`src/rtl/sos_pkg.sv`:
```
package sos_pkg;
	// protective functions, indication outputs, field pairs per function
	localparam int NFN = 2;
	localparam int NSIG = 9;
	localparam int SELW = 4;
	localparam int NSRC = 16;
	localparam int FLDW = 4;
	localparam logic [FLDW-1:0] FLD_CNT = 4'hA;

	// register byte addresses
	localparam logic [7:0] ADR_CTRL = 8'h00;
	localparam logic [7:0] ADR_STAT = 8'h04;
	localparam logic [7:0] ADR_FIELD = 8'h08;
	localparam logic [7:0] ADR_DLY = 8'h0C;
	localparam logic [7:0] ADR_SEL0 = 8'h10;
	localparam logic [7:0] ADR_SEL1 = 8'h14;
	localparam logic [7:0] ADR_IRQ_ST = 8'h18;
	localparam logic [7:0] ADR_IRQ_CLR = 8'h1C;
	localparam logic [7:0] ADR_IRQ_EN = 8'h20;

	// control register fields; auto restart and contactor monitor hold one bit per function
	localparam int CTL_DUAL = 0;
	localparam int CTL_AUTO = 1;
	localparam int CTL_CFB = 3;
	localparam int CTL_DLY_EN = 5;
	localparam logic [31:0] CTRL_RST = 32'h0000_0001;
	localparam logic [31:0] DLY_RST = 32'h0000_0000;

	// status register fields, one bit per function from each base
	localparam int STB_ON = 0;
	localparam int STB_READY = 2;
	localparam int STB_ERR = 4;
	localparam int STB_FERR = 6;
	localparam int STB_OCC = 8;
	localparam int STB_WARN = 10;

	// interrupt status bits, one bit per function from each base
	localparam int NIRQ = 8;
	localparam int IRQ_OFF = 0;
	localparam int IRQ_ERR = 2;
	localparam int IRQ_WARN = 4;
	localparam int IRQ_FLD = 6;

	// timing
	localparam int CLK_KHZ = 125_000;
	localparam int BLINK_HALF_MS = 250;
	localparam int CFB_MS = 300;
	localparam int BLINK_CYC = BLINK_HALF_MS * CLK_KHZ;
	localparam int CFB_CYC = CFB_MS * CLK_KHZ;

	// indication output sources
	localparam logic [SELW-1:0] SRC_ZERO = 4'h0;
	localparam logic [SELW-1:0] SRC_ON_A = 4'h1;
	localparam logic [SELW-1:0] SRC_ON_B = 4'h2;
	localparam logic [SELW-1:0] SRC_WARN_A = 4'h3;
	localparam logic [SELW-1:0] SRC_WARN_B = 4'h4;
	localparam logic [SELW-1:0] SRC_ERR_A = 4'h5;
	localparam logic [SELW-1:0] SRC_ERR_B = 4'h6;
	localparam logic [SELW-1:0] SRC_READY_A = 4'h7;
	localparam logic [SELW-1:0] SRC_READY_B = 4'h8;
	localparam logic [SELW-1:0] SRC_FERR_A = 4'h9;
	localparam logic [SELW-1:0] SRC_FERR_B = 4'hA;
	localparam logic [SELW-1:0] SRC_OCC_A = 4'hB;
	localparam logic [SELW-1:0] SRC_OCC_B = 4'hC;

	typedef enum logic [1:0] {
		CH_LOCK = 2'b00,
		CH_ON = 2'b01,
		CH_ERR = 2'b10
	} sos_ch_st_t;

	function automatic logic sos_fld_ok(input logic [FLDW-1:0] sel);
		sos_fld_ok = (sel < FLD_CNT);
	endfunction
endpackage

```
`src/rtl/sos_chan_if.sv`:
```
`timescale 1ns/1ps
interface sos_chan_if;
	import sos_pkg::*;
	logic occ;
	logic ack;
	logic auto_rst;
	logic cfb_en;
	logic fb;
	logic [1:0] rb;
	logic fault;
	logic [1:0] pair;
	logic on;
	logic ready;
	logic err;
	modport chan (input occ, ack, auto_rst, cfb_en, fb, rb, fault,
		output pair, on, ready, err);
	modport ctrl (output occ, ack, auto_rst, cfb_en, fb, rb, fault,
		input pair, on, ready, err);
endinterface

```
`src/rtl/sos_chan.sv`:
```
`timescale 1ns/1ps
module sos_chan import sos_pkg::*; #(
	parameter int CFB_LIM = CFB_CYC
) (
	// clock and reset
	input wire logic i_clk_sys,
	input wire logic i_rst_n,
	// function signals
	sos_chan_if.chan cif
);
	typedef struct packed {
		sos_ch_st_t st;
		logic [31:0] cfb_cnt;
	} sos_chan_st_t;

	sos_chan_st_t r;
	sos_chan_st_t n;
	logic fault_now;

	always_comb begin
		n = r;
		fault_now = 1'b0;
		// contactors must follow the pair: released while off, pulled in while on
		if (cif.cfb_en && (cif.fb != (r.st != CH_ON))) begin
			n.cfb_cnt = r.cfb_cnt + 32'h0000_0001;
		end else begin
			n.cfb_cnt = 32'h0000_0000;
		end
		if (r.cfb_cnt == 32'(CFB_LIM - 1)) begin
			fault_now = 1'b1;
		end
		if (cif.rb[0] != cif.rb[1]) begin
			fault_now = 1'b1;
		end
		if (cif.fault) begin
			fault_now = 1'b1;
		end
		unique case (r.st)
			CH_LOCK: begin
				if (fault_now) begin
					n.st = CH_ERR;
				end else if (!cif.occ && (cif.auto_rst || cif.ack)) begin
					n.st = CH_ON;
				end
			end
			CH_ON: begin
				if (fault_now) begin
					n.st = CH_ERR;
				end else if (cif.occ) begin
					n.st = CH_LOCK;
				end
			end
			CH_ERR: begin
				if (!fault_now && cif.ack && !cif.occ) begin
					n.st = CH_LOCK;
				end
			end
			default: begin
				n.st = CH_ERR;
			end
		endcase
		if (n.st == CH_ERR) begin
			n.cfb_cnt = 32'h0000_0000;
		end
	end

	always_ff @(posedge i_clk_sys or negedge i_rst_n) begin
		if (!i_rst_n) begin
			r <= '{st: CH_LOCK, cfb_cnt: 32'h0000_0000};
		end else begin
			r <= n;
		end
	end

	assign cif.pair = {2{r.st == CH_ON}};
	assign cif.on = (r.st == CH_ON);
	assign cif.ready = (r.st == CH_LOCK) && !cif.occ && !cif.auto_rst;
	assign cif.err = (r.st == CH_ERR);
endmodule

```
`src/rtl/sos_sigmux.sv`:
```
`timescale 1ns/1ps
module sos_sigmux import sos_pkg::*; (
	// clock and reset
	input wire logic i_clk_sys,
	input wire logic i_rst_n,
	// sources and selection
	input wire logic [NSRC-1:0] i_src,
	input wire logic [NSIG*SELW-1:0] i_sel,
	// indication outputs
	output logic [NSIG-1:0] o_sig
);
	typedef struct packed {
		logic [NSIG-1:0] sig;
	} sos_mux_st_t;

	sos_mux_st_t r;
	sos_mux_st_t n;

	function automatic logic sos_pick(input logic [NSRC-1:0] src, input logic [SELW-1:0] sel);
		sos_pick = (sel == SRC_ZERO) ? 1'b0 : src[sel];
	endfunction

	always_comb begin
		n = r;
		for (int k = 0; k < NSIG; k++) begin
			n.sig[k] = sos_pick(i_src, i_sel[k*SELW +: SELW]);
		end
	end

	always_ff @(posedge i_clk_sys or negedge i_rst_n) begin
		if (!i_rst_n) begin
			r <= '{sig: '0};
		end else begin
			r <= n;
		end
	end

	assign o_sig = r.sig;
endmodule

```
`src/rtl/sos_top.sv`:
```
// The strobed register port and the placing of the registers are this design's own decisions.
`timescale 1ns/1ps
// What this block does
// object in protective field switches pair off
// re-enable only when clear, auto or acknowledged
// two independent functions, each own pair
// single function: selectable delay before second pair
// six indicators, three per function
// red/green: red off, flash error, green on
// yellow: blink occupied, steady when ready
// blue lit while warning field occupied
// nine indication outputs with selectable sources
// monitor and release ten field pairs each
// optional dynamic contactor feedback monitoring
// warning fields never switch safety outputs
// pair channels equal, disagreement is error
module sos_top import sos_pkg::*; #(
	parameter int BLINK_LIM = BLINK_CYC,
	parameter int CFB_LIM = CFB_CYC
) (
	// clock and reset
	input wire logic i_clk_sys,
	input wire logic i_rst_n,

	// register port
	input wire logic [7:0] i_addr,
	input wire logic [31:0] i_wdata,
	input wire logic i_wr,
	input wire logic i_rd,
	output logic [31:0] o_rdata,

	// field evaluation, index 0 is function A, 1 is function B
	input wire logic [NFN-1:0] i_prot_occ,
	input wire logic [NFN-1:0] i_warn_occ,
	input wire logic [FLDW-1:0] i_field_sel_a,
	input wire logic [FLDW-1:0] i_field_sel_b,

	// machine side
	input wire logic [NFN-1:0] i_restart_ack,
	input wire logic [NFN-1:0] i_contactor_fb,
	input wire logic [1:0] i_ssw_rb_a,
	input wire logic [1:0] i_ssw_rb_b,
	output logic [1:0] o_safety_switching_output_a,
	output logic [1:0] o_safety_switching_output_b,

	// indicators and indication outputs
	output logic [NFN-1:0] o_led_red,
	output logic [NFN-1:0] o_led_green,
	output logic [NFN-1:0] o_led_yellow,
	output logic [NFN-1:0] o_led_blue,
	output logic [NSIG-1:0] o_ind,

	// interrupt
	output logic o_irq
);
	typedef struct packed {
		// software registers
		logic [31:0] ctrl;
		logic [31:0] dly;
		logic [NSIG*SELW-1:0] sel;
		logic [NIRQ-1:0] irq_st;
		logic [NIRQ-1:0] irq_en;
		// read data, zero outside the cycle after a read
		logic [31:0] rdata;

		// flash timebase and switch-off delay
		logic [31:0] blink_cnt;
		logic blink;
		logic [31:0] dly_cnt;

		// field pair changeover
		logic [NFN-1:0][FLDW-1:0] fld_act;
		logic [NFN-1:0][FLDW-1:0] fld_prev;
		logic [NFN-1:0] fld_err;

		// last levels, for the interrupt edge detectors
		logic [NFN-1:0] on_d;
		logic [NFN-1:0] err_d;
		logic [NFN-1:0] warn_d;
		logic [NFN-1:0] ferr_d;

		// indicator drive
		logic [NFN-1:0] red;
		logic [NFN-1:0] green;
		logic [NFN-1:0] yellow;
		logic [NFN-1:0] blue;
	} sos_top_st_t;

	sos_top_st_t r;
	sos_top_st_t n;

	// channel results
	logic [NFN-1:0] on;
	logic [NFN-1:0] ready;
	logic [NFN-1:0] err;

	// effective occupancy and per-function wiring
	logic [NFN-1:0] occ_eff;
	logic [NFN-1:0][FLDW-1:0] fsel;
	logic [NFN-1:0][1:0] rb;
	logic [NSRC-1:0] src;
	logic dual;
	logic occ_b_single;

	sos_chan_if u_cif[NFN] ();

	assign dual = r.ctrl[CTL_DUAL];
	assign fsel[0] = i_field_sel_a;
	assign fsel[1] = i_field_sel_b;
	assign rb[0] = i_ssw_rb_a;
	assign rb[1] = i_ssw_rb_b;

	// single mode: second pair goes off a set time after the first
	assign occ_b_single = !on[0] && (!r.ctrl[CTL_DLY_EN] || (r.dly_cnt >= r.dly));
	// only the protective field reaches the channels, warnings stay out
	assign occ_eff[0] = i_prot_occ[0];
	assign occ_eff[1] = dual ? i_prot_occ[1] : occ_b_single;

	generate
		for (genvar g = 0; g < NFN; g++) begin : g_fn
			assign u_cif[g].occ = occ_eff[g];
			assign u_cif[g].ack = i_restart_ack[g];
			// in single mode the second pair always restarts by itself
			assign u_cif[g].auto_rst = r.ctrl[CTL_AUTO + g] || (g != 0 && !dual);
			assign u_cif[g].cfb_en = r.ctrl[CTL_CFB + g];
			assign u_cif[g].fb = i_contactor_fb[g];
			assign u_cif[g].rb = rb[g];
			assign u_cif[g].fault = r.fld_err[g] && (g == 0 || dual);

			// results back from the channel
			assign on[g] = u_cif[g].on;
			assign ready[g] = u_cif[g].ready;
			assign err[g] = u_cif[g].err;

			// one state machine per protective function
			sos_chan #(
				.CFB_LIM(CFB_LIM)
			) u_chan (
				.i_clk_sys(i_clk_sys),
				.i_rst_n(i_rst_n),
				.cif(u_cif[g].chan)
			);
		end
	endgenerate

	// both channels of a pair come from one state bit
	assign o_safety_switching_output_a = u_cif[0].pair;
	assign o_safety_switching_output_b = u_cif[1].pair;

	always_comb begin
		src = '0;
		// pair states
		src[SRC_ON_A] = on[0];
		src[SRC_ON_B] = on[1];
		// warning fields
		src[SRC_WARN_A] = i_warn_occ[0];
		src[SRC_WARN_B] = i_warn_occ[1];
		// channel errors
		src[SRC_ERR_A] = err[0];
		src[SRC_ERR_B] = err[1];
		// waiting for a restart acknowledge
		src[SRC_READY_A] = ready[0];
		src[SRC_READY_B] = ready[1];
		// invalid field pair codes
		src[SRC_FERR_A] = r.fld_err[0];
		src[SRC_FERR_B] = r.fld_err[1];
		// protective field as the channels see it
		src[SRC_OCC_A] = occ_eff[0];
		src[SRC_OCC_B] = occ_eff[1];
	end

	sos_sigmux u_mux (
		.i_clk_sys(i_clk_sys),
		.i_rst_n(i_rst_n),
		.i_src(src),
		.i_sel(r.sel),
		.o_sig(o_ind)
	);

	always_comb begin
		n = r;
		// register writes
		if (i_wr) begin
			unique case (i_addr)
				ADR_CTRL: n.ctrl = i_wdata;
				ADR_DLY: n.dly = i_wdata;
				ADR_SEL0: n.sel[31:0] = i_wdata;
				ADR_SEL1: n.sel[NSIG*SELW-1:32] = i_wdata[NSIG*SELW-33:0];
				ADR_IRQ_EN: n.irq_en = i_wdata[NIRQ-1:0];
				ADR_IRQ_CLR: n.irq_st = r.irq_st & ~i_wdata[NIRQ-1:0];
				// read-only and unmapped addresses ignore writes
				default: n.ctrl = r.ctrl;
			endcase
		end

		// events set after clear so a simultaneous event is kept
		for (int f = 0; f < NFN; f++) begin
			if (r.on_d[f] && !on[f]) begin
				n.irq_st[IRQ_OFF + f] = 1'b1;
			end
			if (!r.err_d[f] && err[f]) begin
				n.irq_st[IRQ_ERR + f] = 1'b1;
			end
			if (!r.warn_d[f] && i_warn_occ[f]) begin
				n.irq_st[IRQ_WARN + f] = 1'b1;
			end
			if (!r.ferr_d[f] && r.fld_err[f]) begin
				n.irq_st[IRQ_FLD + f] = 1'b1;
			end
		end

		// remember this cycle's levels for the edge detectors
		n.on_d = on;
		n.err_d = err;
		n.warn_d = i_warn_occ;
		n.ferr_d = r.fld_err;

		// read data stand only in the cycle after the strobe
		n.rdata = 32'h0000_0000;
		if (i_rd) begin
			unique case (i_addr)
				ADR_CTRL: n.rdata = r.ctrl;
				ADR_STAT: begin
					n.rdata[STB_ON +: NFN] = on;
					n.rdata[STB_READY +: NFN] = ready;
					n.rdata[STB_ERR +: NFN] = err;
					n.rdata[STB_FERR +: NFN] = r.fld_err;
					n.rdata[STB_OCC +: NFN] = occ_eff;
					n.rdata[STB_WARN +: NFN] = i_warn_occ;
				end
				ADR_FIELD: n.rdata[2*FLDW-1:0] = r.fld_act;
				ADR_DLY: n.rdata = r.dly;
				ADR_SEL0: n.rdata = r.sel[31:0];
				ADR_SEL1: n.rdata[NSIG*SELW-33:0] = r.sel[NSIG*SELW-1:32];
				ADR_IRQ_ST: n.rdata[NIRQ-1:0] = r.irq_st;
				ADR_IRQ_EN: n.rdata[NIRQ-1:0] = r.irq_en;
				// the clear register and unmapped addresses read as zero
				default: n.rdata = 32'h0000_0000;
			endcase
		end

		// field pair changeover: a valid code held two cycles is released
		for (int f = 0; f < NFN; f++) begin
			n.fld_prev[f] = fsel[f];
			n.fld_err[f] = !sos_fld_ok(fsel[f]);
			if (sos_fld_ok(fsel[f]) && (fsel[f] == r.fld_prev[f])) begin
				n.fld_act[f] = fsel[f];
			end
		end

		// switch-off delay counter for the second pair
		if (on[0]) begin
			n.dly_cnt = 32'h0000_0000;
		end else if (r.dly_cnt < r.dly) begin
			n.dly_cnt = r.dly_cnt + 32'h0000_0001;
		end

		// flash timebase
		if (r.blink_cnt >= 32'(BLINK_LIM - 1)) begin
			n.blink_cnt = 32'h0000_0000;
			n.blink = !r.blink;
		end else begin
			n.blink_cnt = r.blink_cnt + 32'h0000_0001;
		end

		// indicators, function A first then B
		for (int f = 0; f < NFN; f++) begin
			n.red[f] = err[f] ? r.blink : !on[f];
			n.green[f] = on[f] && !err[f];
			n.yellow[f] = occ_eff[f] ? r.blink : ready[f];
			n.blue[f] = i_warn_occ[f];
		end
	end

	always_ff @(posedge i_clk_sys or negedge i_rst_n) begin
		if (!i_rst_n) begin
			r <= '{
				ctrl: CTRL_RST,
				dly: DLY_RST,
				sel: '0,
				irq_st: '0,
				irq_en: '0,
				rdata: 32'h0000_0000,
				blink_cnt: 32'h0000_0000,
				blink: 1'b0,
				dly_cnt: 32'h0000_0000,
				fld_act: '0,
				fld_prev: '0,
				fld_err: '0,
				on_d: '0,
				err_d: '0,
				warn_d: '0,
				ferr_d: '0,
				red: '0,
				green: '0,
				yellow: '0,
				blue: '0
			};
		end else begin
			r <= n;
		end
	end

	// read data and indicator outputs come straight from flip-flops
	assign o_rdata = r.rdata;
	assign o_led_red = r.red;
	assign o_led_green = r.green;
	assign o_led_yellow = r.yellow;
	assign o_led_blue = r.blue;
	// level interrupt, decoded from two registers
	assign o_irq = |(r.irq_st & r.irq_en);
endmodule

```
`config.mk`:
```
export PLATFORM = sky130hd
export DESIGN_NAME = sos_top
export DESIGN_NICKNAME = d
export VERILOG_FILES = /design/src/rtl/sos_pkg.sv /design/src/rtl/sos_chan_if.sv /design/src/rtl/sos_chan.sv /design/src/rtl/sos_sigmux.sv /design/src/rtl/sos_top.sv
export SDC_FILE = /design/constraint.sdc
export NUM_CORES = 1
export LEC_CHECK = 0
export BUFFER_PORTS_ARGS = -buffer_cell sky130_fd_sc_hd__buf_4
export CAP_MARGIN = 20
export CORE_MARGIN = 10
export CORE_UTILIZATION = 55
export CTS_BUF_LIST = sky130_fd_sc_hd__clkbuf_4 sky130_fd_sc_hd__clkbuf_8
export CTS_CLUSTER_DIAMETER = 200
export CTS_CLUSTER_SIZE = 28
export DETAILED_ROUTE_END_ITERATION = 8
export PLACE_DENSITY_LB_ADDON = 0.08
export SLEW_MARGIN = 20
export SYNTH_ARGS = -nofsm -noshare
export SYNTH_HDL_FRONTEND = slang
export SYNTH_SLANG_ARGS = --single-unit
export TNS_END_PERCENT = 30
```
`constraint.sdc`:
```
create_clock -name i_clk_sys -period 3.5 [get_ports i_clk_sys]
set_input_delay 0.175 -clock i_clk_sys [delete_from_list [all_inputs] [get_ports i_clk_sys]]
set_output_delay 0.175 -clock i_clk_sys [all_outputs]
set_load 0.01 [all_outputs]
```
Word level (Yosys, flattened, before mapping):

Index checks and enable logic that the tools add are counted.

* register bits after elaboration: 322
* input bits: 64
* output and inout bits: 54
* logic and storage cells: 246

* add/sub/neg operators: 4
* order comparisons: 14
* eq/ne operators: 24
* mux-type cells: 73
* bitwise gates (word level): 3
* reduce and logical (&&, ||, !) cells: 94

Operators with widths (count)
* $mux W32: 8
* $add A32 B1 Y32 const B: 4
* $eq A32 B26 Y1 const B: 2
* $pmux W20 S3: 1
* $lt A4 B5 Y1 const B: 9
* $mux W1: 37
* $bmux W1 S4: 9
* $logic_not A4 Y1: 9
* $reduce_bool A2 Y1: 17
* $eq A8 B5 Y1 const B: 4
* $ge A32 B25 Y1 const B: 1
* $ge A32 B32 Y1: 1
* $lt A32 B32 Y1: 1
* $pmux W4 S8: 1
* $pmux W4 S7: 1
* $logic_and A1 B1 Y1: 26
* $reduce_and A2 Y1: 13
* $logic_not A1 Y1: 21
* $mux W2: 10
* $and A8 B8 Y8: 2
* $eq A8 B4 Y1 const B: 2
* $mux W16: 1
* $mux W8: 2
* $pmux W4 S4: 1
* 14 further kinds: 29

Longest topological paths before layout:

* word-level depth: 11
* mapped depth: 11
* depth with buffers taken out: 9

Cells and area by module:

A second synthesis with hierarchy kept.

* cell total of the unflattened synthesis: 1536
* area total of the unflattened synthesis: 16789.9 µm²

Modules (own cells, without submodules)
* sos_top: instances 1, cells each 1013, area each 11546.1 µm², seq. area each 6132.1 µm²
* sos_chan: instances 2, cells each 189, area each 1820.5 µm², seq. area each 850.8 µm²
* sos_sigmux: instances 1, cells each 145, area each 1602.8 µm², seq. area each 225.2 µm²

Worst setup path before layout:

No wires, ideal clock.

* kind: register -> register
* start point: register r[48] (netlist name)
* end point: register r[48] (netlist name)
* setup time: 78 ps
* arrival: 2429 ps
* required time: 3422 ps
* setup slack: 993 ps
* stages on the path, launching flop included: 8
* path buffers: 0
* period minus slack after synthesis: 2507 ps
* path through: dfrtp_1 -> ha_1 -> and4_1 -> a221oi_1 -> o21ai_0 -> nor4_2 -> or4b_2 -> a21oi_1

* word-level cells in the longest chain between the ends: 3
* elaborated cells between the ends (all ways): 5
* classes of those cells: add/sub (1); order compare (1); mux (2); reduce/logical (1)

Ends and longest elaborated chain
* from (decl): RTL line sos_top.sv:89 `sos_top_st_t r;`
* from (signal assigned): RTL line sos_top.sv:277 `r <= '{`
* from (signal assigned): RTL line sos_top.sv:300 `r <= n;`
* $add A32 B1 Y32: RTL line sos_top.sv:255 `n.dly_cnt = r.dly_cnt + 32'h0000_0001;`
* $mux W32: RTL line sos_top.sv:254 `end else if (r.dly_cnt < r.dly) begin`
* $mux W32: RTL line sos_top.sv:252 `if (on[0]) begin`

Parallel ways exist; a longest one is shown, timed or not. The select of a mux whose other input is x is not followed.
A chain may end at the register's enable or synchronous reset.

Final worst setup path:

Ends and elaborated chain as after synthesis.

==> impl_metrics.xml <==
<?xml version="1.0" encoding="UTF-8"?>
<metrics>
  <group name="timing">
    <metric name="final.period_utilization" unit="%">84.6</metric>
    <metric name="slew_viol_final" unit="">0</metric>
    <metric name="hold_viol" unit="">0</metric>
    <metric name="worst_slew_pin_slew" unit="ns">0.913</metric>
    <metric name="clock-skew-final" unit="ns">0.0438</metric>
    <metric name="rsz_0062_raised_after_global_routing" unit="">no</metric>
    <metric name="tns" unit="ns">0</metric>
    <metric name="timing.max_slew.rel_slack" unit="%">39.0</metric>
    <metric name="final_period_minus_worst_setup_slack" unit="ns">2.96</metric>
    <metric name="timing.final.setup_violations" unit="">0</metric>
    <metric name="timing.hold.ws" unit="ns">0.0340</metric>
    <metric name="clock.fmax" unit="MHz">338</metric>
    <metric name="fin_ws" unit="ns">0.539</metric>
  </group>
  <group name="critical_path">
    <metric name="criticalPathCategory" unit="">flip-flop to flip-flop</metric>
    <metric name="worstPathMaxFanout" unit="">5</metric>
    <metric name="worst_setup_end_kind" unit="">flip-flop</metric>
    <metric name="worstPathRequired" unit="ns">4.02</metric>
    <metric name="cp_data_arrival_time" unit="ns">3.48</metric>
    <metric name="worst_r2r_path_depth" unit="">7</metric>
    <metric name="regToRegStartpoint" unit="">r[48]$_DFFE_PN0P_</metric>
    <metric name="critical_path.startpoint" unit="">r[48]$_DFFE_PN0P_</metric>
    <metric name="crit_path_start_kind" unit="">flip-flop</metric>
  </group>
  <group name="logic_synthesis">
    <metric name="synth.lib_cells_used.distinct" unit="">62</metric>
    <metric name="synth.cell_area" unit="sq mm">0.0160</metric>
    <metric name="dominantRegCellSynth" unit="">sky130_fd_sc_hd__dfrtp_1</metric>
    <metric name="ys_seq_area_share" unit="%">50.1</metric>
    <metric name="postSynthCellCount" unit="">1507</metric>
    <metric name="synth_edf_count" unit="">0</metric>
    <metric name="synth-seq-cells" unit="">320</metric>
    <metric name="synth.avg_cell_area" unit="sq um">10.6</metric>
    <metric name="share_of_synthesized_registers_carrying_an_async_set_or_reset" unit="%">100</metric>
    <metric name="synthesis.yosys.warnings" unit="">0</metric>
  </group>
  <group name="placement">
    <metric name="placed_cells_incl_taps" unit="">1922</metric>
    <metric name="post_place_setup_slack" unit="ns">0.626</metric>
    <metric name="dpl.hpwl" unit="um">29100</metric>
    <metric name="port-buffer-count" unit="">117</metric>
    <metric name="place.gp.congestion" unit="">0.914</metric>
  </group>
  <group name="grt">
    <metric name="global_route.usage.total" unit="%">22.9</metric>
    <metric name="globalRouteOverflowTotal" unit="">0</metric>
    <metric name="grt_pass1_wl" unit="um">67000</metric>
    <metric name="antenna_found_initial" unit="">0</metric>
    <metric name="via_count_of_the_first_global_routing_pass" unit="">12100</metric>
    <metric name="grt_max_degree" unit="">101</metric>
  </group>
  <group name="clock_network">
    <metric name="clock-root-buffer" unit="">sky130_fd_sc_hd__clkbuf_8</metric>
    <metric name="clock_insertion_delay_worst_skew" unit="ns">0.57</metric>
    <metric name="cts-resized-gates" unit="">0</metric>
    <metric name="cts.repair_timing.setup_buffer_count" unit="">0</metric>
    <metric name="cts.path.max_buffers" unit="">3</metric>
    <metric name="cts-htree-levels" unit="">1</metric>
    <metric name="tritoncts_num_sinks" unit="">320</metric>
    <metric name="cts-hold-fix-buffers" unit="">47</metric>
    <metric name="clk_pin_slew_worst_paths" unit="ns">0.19</metric>
    <metric name="cts_tree" unit="">yes</metric>
    <metric name="cts_buffers" unit="">15</metric>
  </group>
  <group name="drt">
    <metric name="first_pass_iters" unit="">7</metric>
    <metric name="routed_via_density" unit="">6.05</metric>
    <metric name="dr_iter_0_viols" unit="">1202</metric>
    <metric name="routed_wire_length" unit="um">41500</metric>
    <metric name="routed-via-count" unit="">12000</metric>
    <metric name="number_of_design_rule_violations_left_after_detail_routing" unit="">0</metric>
    <metric name="antenna_left" unit="">0</metric>
    <metric name="wire_per_inst" unit="um">20.8</metric>
  </group>
  <group name="finish">
    <metric name="diodes" unit="">0</metric>
    <metric name="area.growth.synth_to_final" unit="%">10.9</metric>
    <metric name="finalNetCount" unit="">1702</metric>
    <metric name="drive_above_1_share" unit="%">19.7</metric>
    <metric name="most-common-layout-cells" unit="">sky130_fd_sc_hd__dfrtp_1 (319), sky130_fd_sc_hd__nor2_1 (151), sky130_fd_sc_hd__buf_4 (142)</metric>
    <metric name="final-seq-area" unit="sq mm">0.00801</metric>
    <metric name="layout.cells.most_common" unit="">sky130_fd_sc_hd__dfrtp_1</metric>
    <metric name="layout.cells.non_filler" unit="">1990</metric>
    <metric name="multi_input_comb_area" unit="sq mm">0.00717</metric>
    <metric name="filler_cell_count" unit="">2407</metric>
  </group>
  <group name="floorplan">
    <metric name="core" unit="sq mm">0.0287</metric>
    <metric name="die_y" unit="um">191</metric>
    <metric name="initial_util" unit="%">55.7</metric>
    <metric name="boundaryPins" unit="">118</metric>
    <metric name="die-width" unit="um">191</metric>
    <metric name="floorplan.die_area" unit="sq mm">0.0363</metric>
    <metric name="row_count" unit="">62</metric>
  </group>
  <group name="outcome">
    <metric name="run_status" unit="">finished clean</metric>
  </group>
  <group name="power_and_ir_drop">
    <metric name="power_density" unit="mW/mm^2">376</metric>
    <metric name="static_power_due_to_leakage" unit="nW">7.82</metric>
    <metric name="vdd_drop_max" unit="mV">0.339</metric>
  </group>
  <group name="run">
    <metric name="timing.max_cap.violations" unit="">0</metric>
  </group>
  <group name="min_path">
    <metric name="worstHoldPathType" unit="">input pin to flip-flop</metric>
    <metric name="whs_path_depth" unit="">3</metric>
    <metric name="worst_hold_startpoint" unit="">i_wr</metric>
  </group>
</metrics>
sequential cells by signal, summed over array words and instances (netlist names):
name,cells
r,200
g_fn.u_chan.r,68
o_rdata,32
u_mux.o_sig,9
n,2
o_led_blue,2
o_led_green,2
o_led_red,2
o_led_yellow,2
dual,1
cells in the mapped netlist, drive strengths merged, types with 9 or more instances:
cell type / number / area share, %
a211oi: 10 / 0.47
a21o: 13 / 0.61
a21oi: 77 / 2.4
a222oi: 25 / 1.6
a22oi: 26 / 1.2
a31oi: 9 / 0.35
and2: 9 / 0.35
and3: 21 / 0.82
buf: 60 / 2.5
clkbuf: 60 / 1.4
dfrtp: 319 / 50
ha: 36 / 2.8
inv: 61 / 1.4
mux2: 114 / 8.0
mux4: 18 / 2.5
nand2: 92 / 2.2
nand3: 47 / 1.5
nand3b: 14 / 0.66
nand4: 39 / 1.7
nor2: 154 / 3.6
nor3: 35 / 1.1
nor4: 18 / 0.84
o21ai: 37 / 1.2
o31ai: 21 / 0.99
or3: 12 / 0.47
or4: 20 / 0.94
xnor2: 37 / 2.0
xor2: 58 / 3.2
stage by stage:
step	power, W	util (%)	cell area [sq um]
6_report	0.00667	61.8	17700
5_1_grt	0.00700	61.8	17700
4_1_cts	0.00672	61.8	17700
3_5_place_dp	0.00509	59.3	17000
3_3_place_gp	0.00507	59.3	17000
2_1_floorplan	0.00466	-	16000
routing by layer:
layer | global-route usage [%] | share of wire [%] | vias to the layer above
met5 | 0 | 0 | -
met4 | 6.97 | 3.2 | 0
met3 | 3.42 | 7.1 | 90
met2 | 37.9 | 48 | 449
met1 | 30.5 | 42 | 5975
li1 | - | - | 5535
path summary, 6_finish.rpt:
path,to,slack (ns)
min,r[216]$_DFFE_PN0P_,0.03
min reg2reg,r[145]$_DFFE_PN0P_,0.43
max,r[48]$_DFFE_PN0P_,0.54
max in group asynchronous,r[29]$_DFFE_PN0P_,2.25
max reg2reg,r[48]$_DFFE_PN0P_,0.54
min in group asynchronous,r[209]$_DFFE_PN0P_,0.18
critical path: stages (launching register included):
cell and delay, ns:
sky130_fd_sc_hd__dfrtp_1 0.49, sky130_fd_sc_hd__ha_1 0.36, sky130_fd_sc_hd__and4_1 0.22, sky130_fd_sc_hd__a221oi_1 0.43, sky130_fd_sc_hd__o21ai_0 0.21, sky130_fd_sc_hd__nor4_2 0.43, sky130_fd_sc_hd__or4b_2 0.62, sky130_fd_sc_hd__a21oi_1 0.15
cells by family after synthesis:
| family | Yosys count | share of synthesized area [%] |
|---|---|---|
| compound gates | 245 | 10.2 |
| xor+xnor | 95 | 5.20 |
| fa+ha+maj | 36 | 2.82 |
| buf+inv | 182 | 5.38 |
| flops | 320 | 50.1 |
| mux | 134 | 10.7 |
| other cells | 1 | 0.0234 |
| simple gates | 494 | 15.6 |
layout make-up:
cell class                      instances  share of cell area [%]
Clock buffer                           20                    1.37
Clock inverter                          1                  0.0917
Inverter                               62                    1.31
Multi-Input combinational cell       1011                    40.4
Sequential cell                       320                    45.1
Tap cell                              384                    2.71
Timing Repair Buffer                  192                    8.97
power breakdown:
part           internal (W)  leakage (nW)  switching (W)  total, W
combinational      0.000419          3.37       0.000595   0.00101
clock              0.000468         0.138        0.00113   0.00160
sequential          0.00387          4.31       0.000192   0.00406
total               0.00475          7.82        0.00192   0.00667
Note: power is estimated with default switching activity, not from simulation.
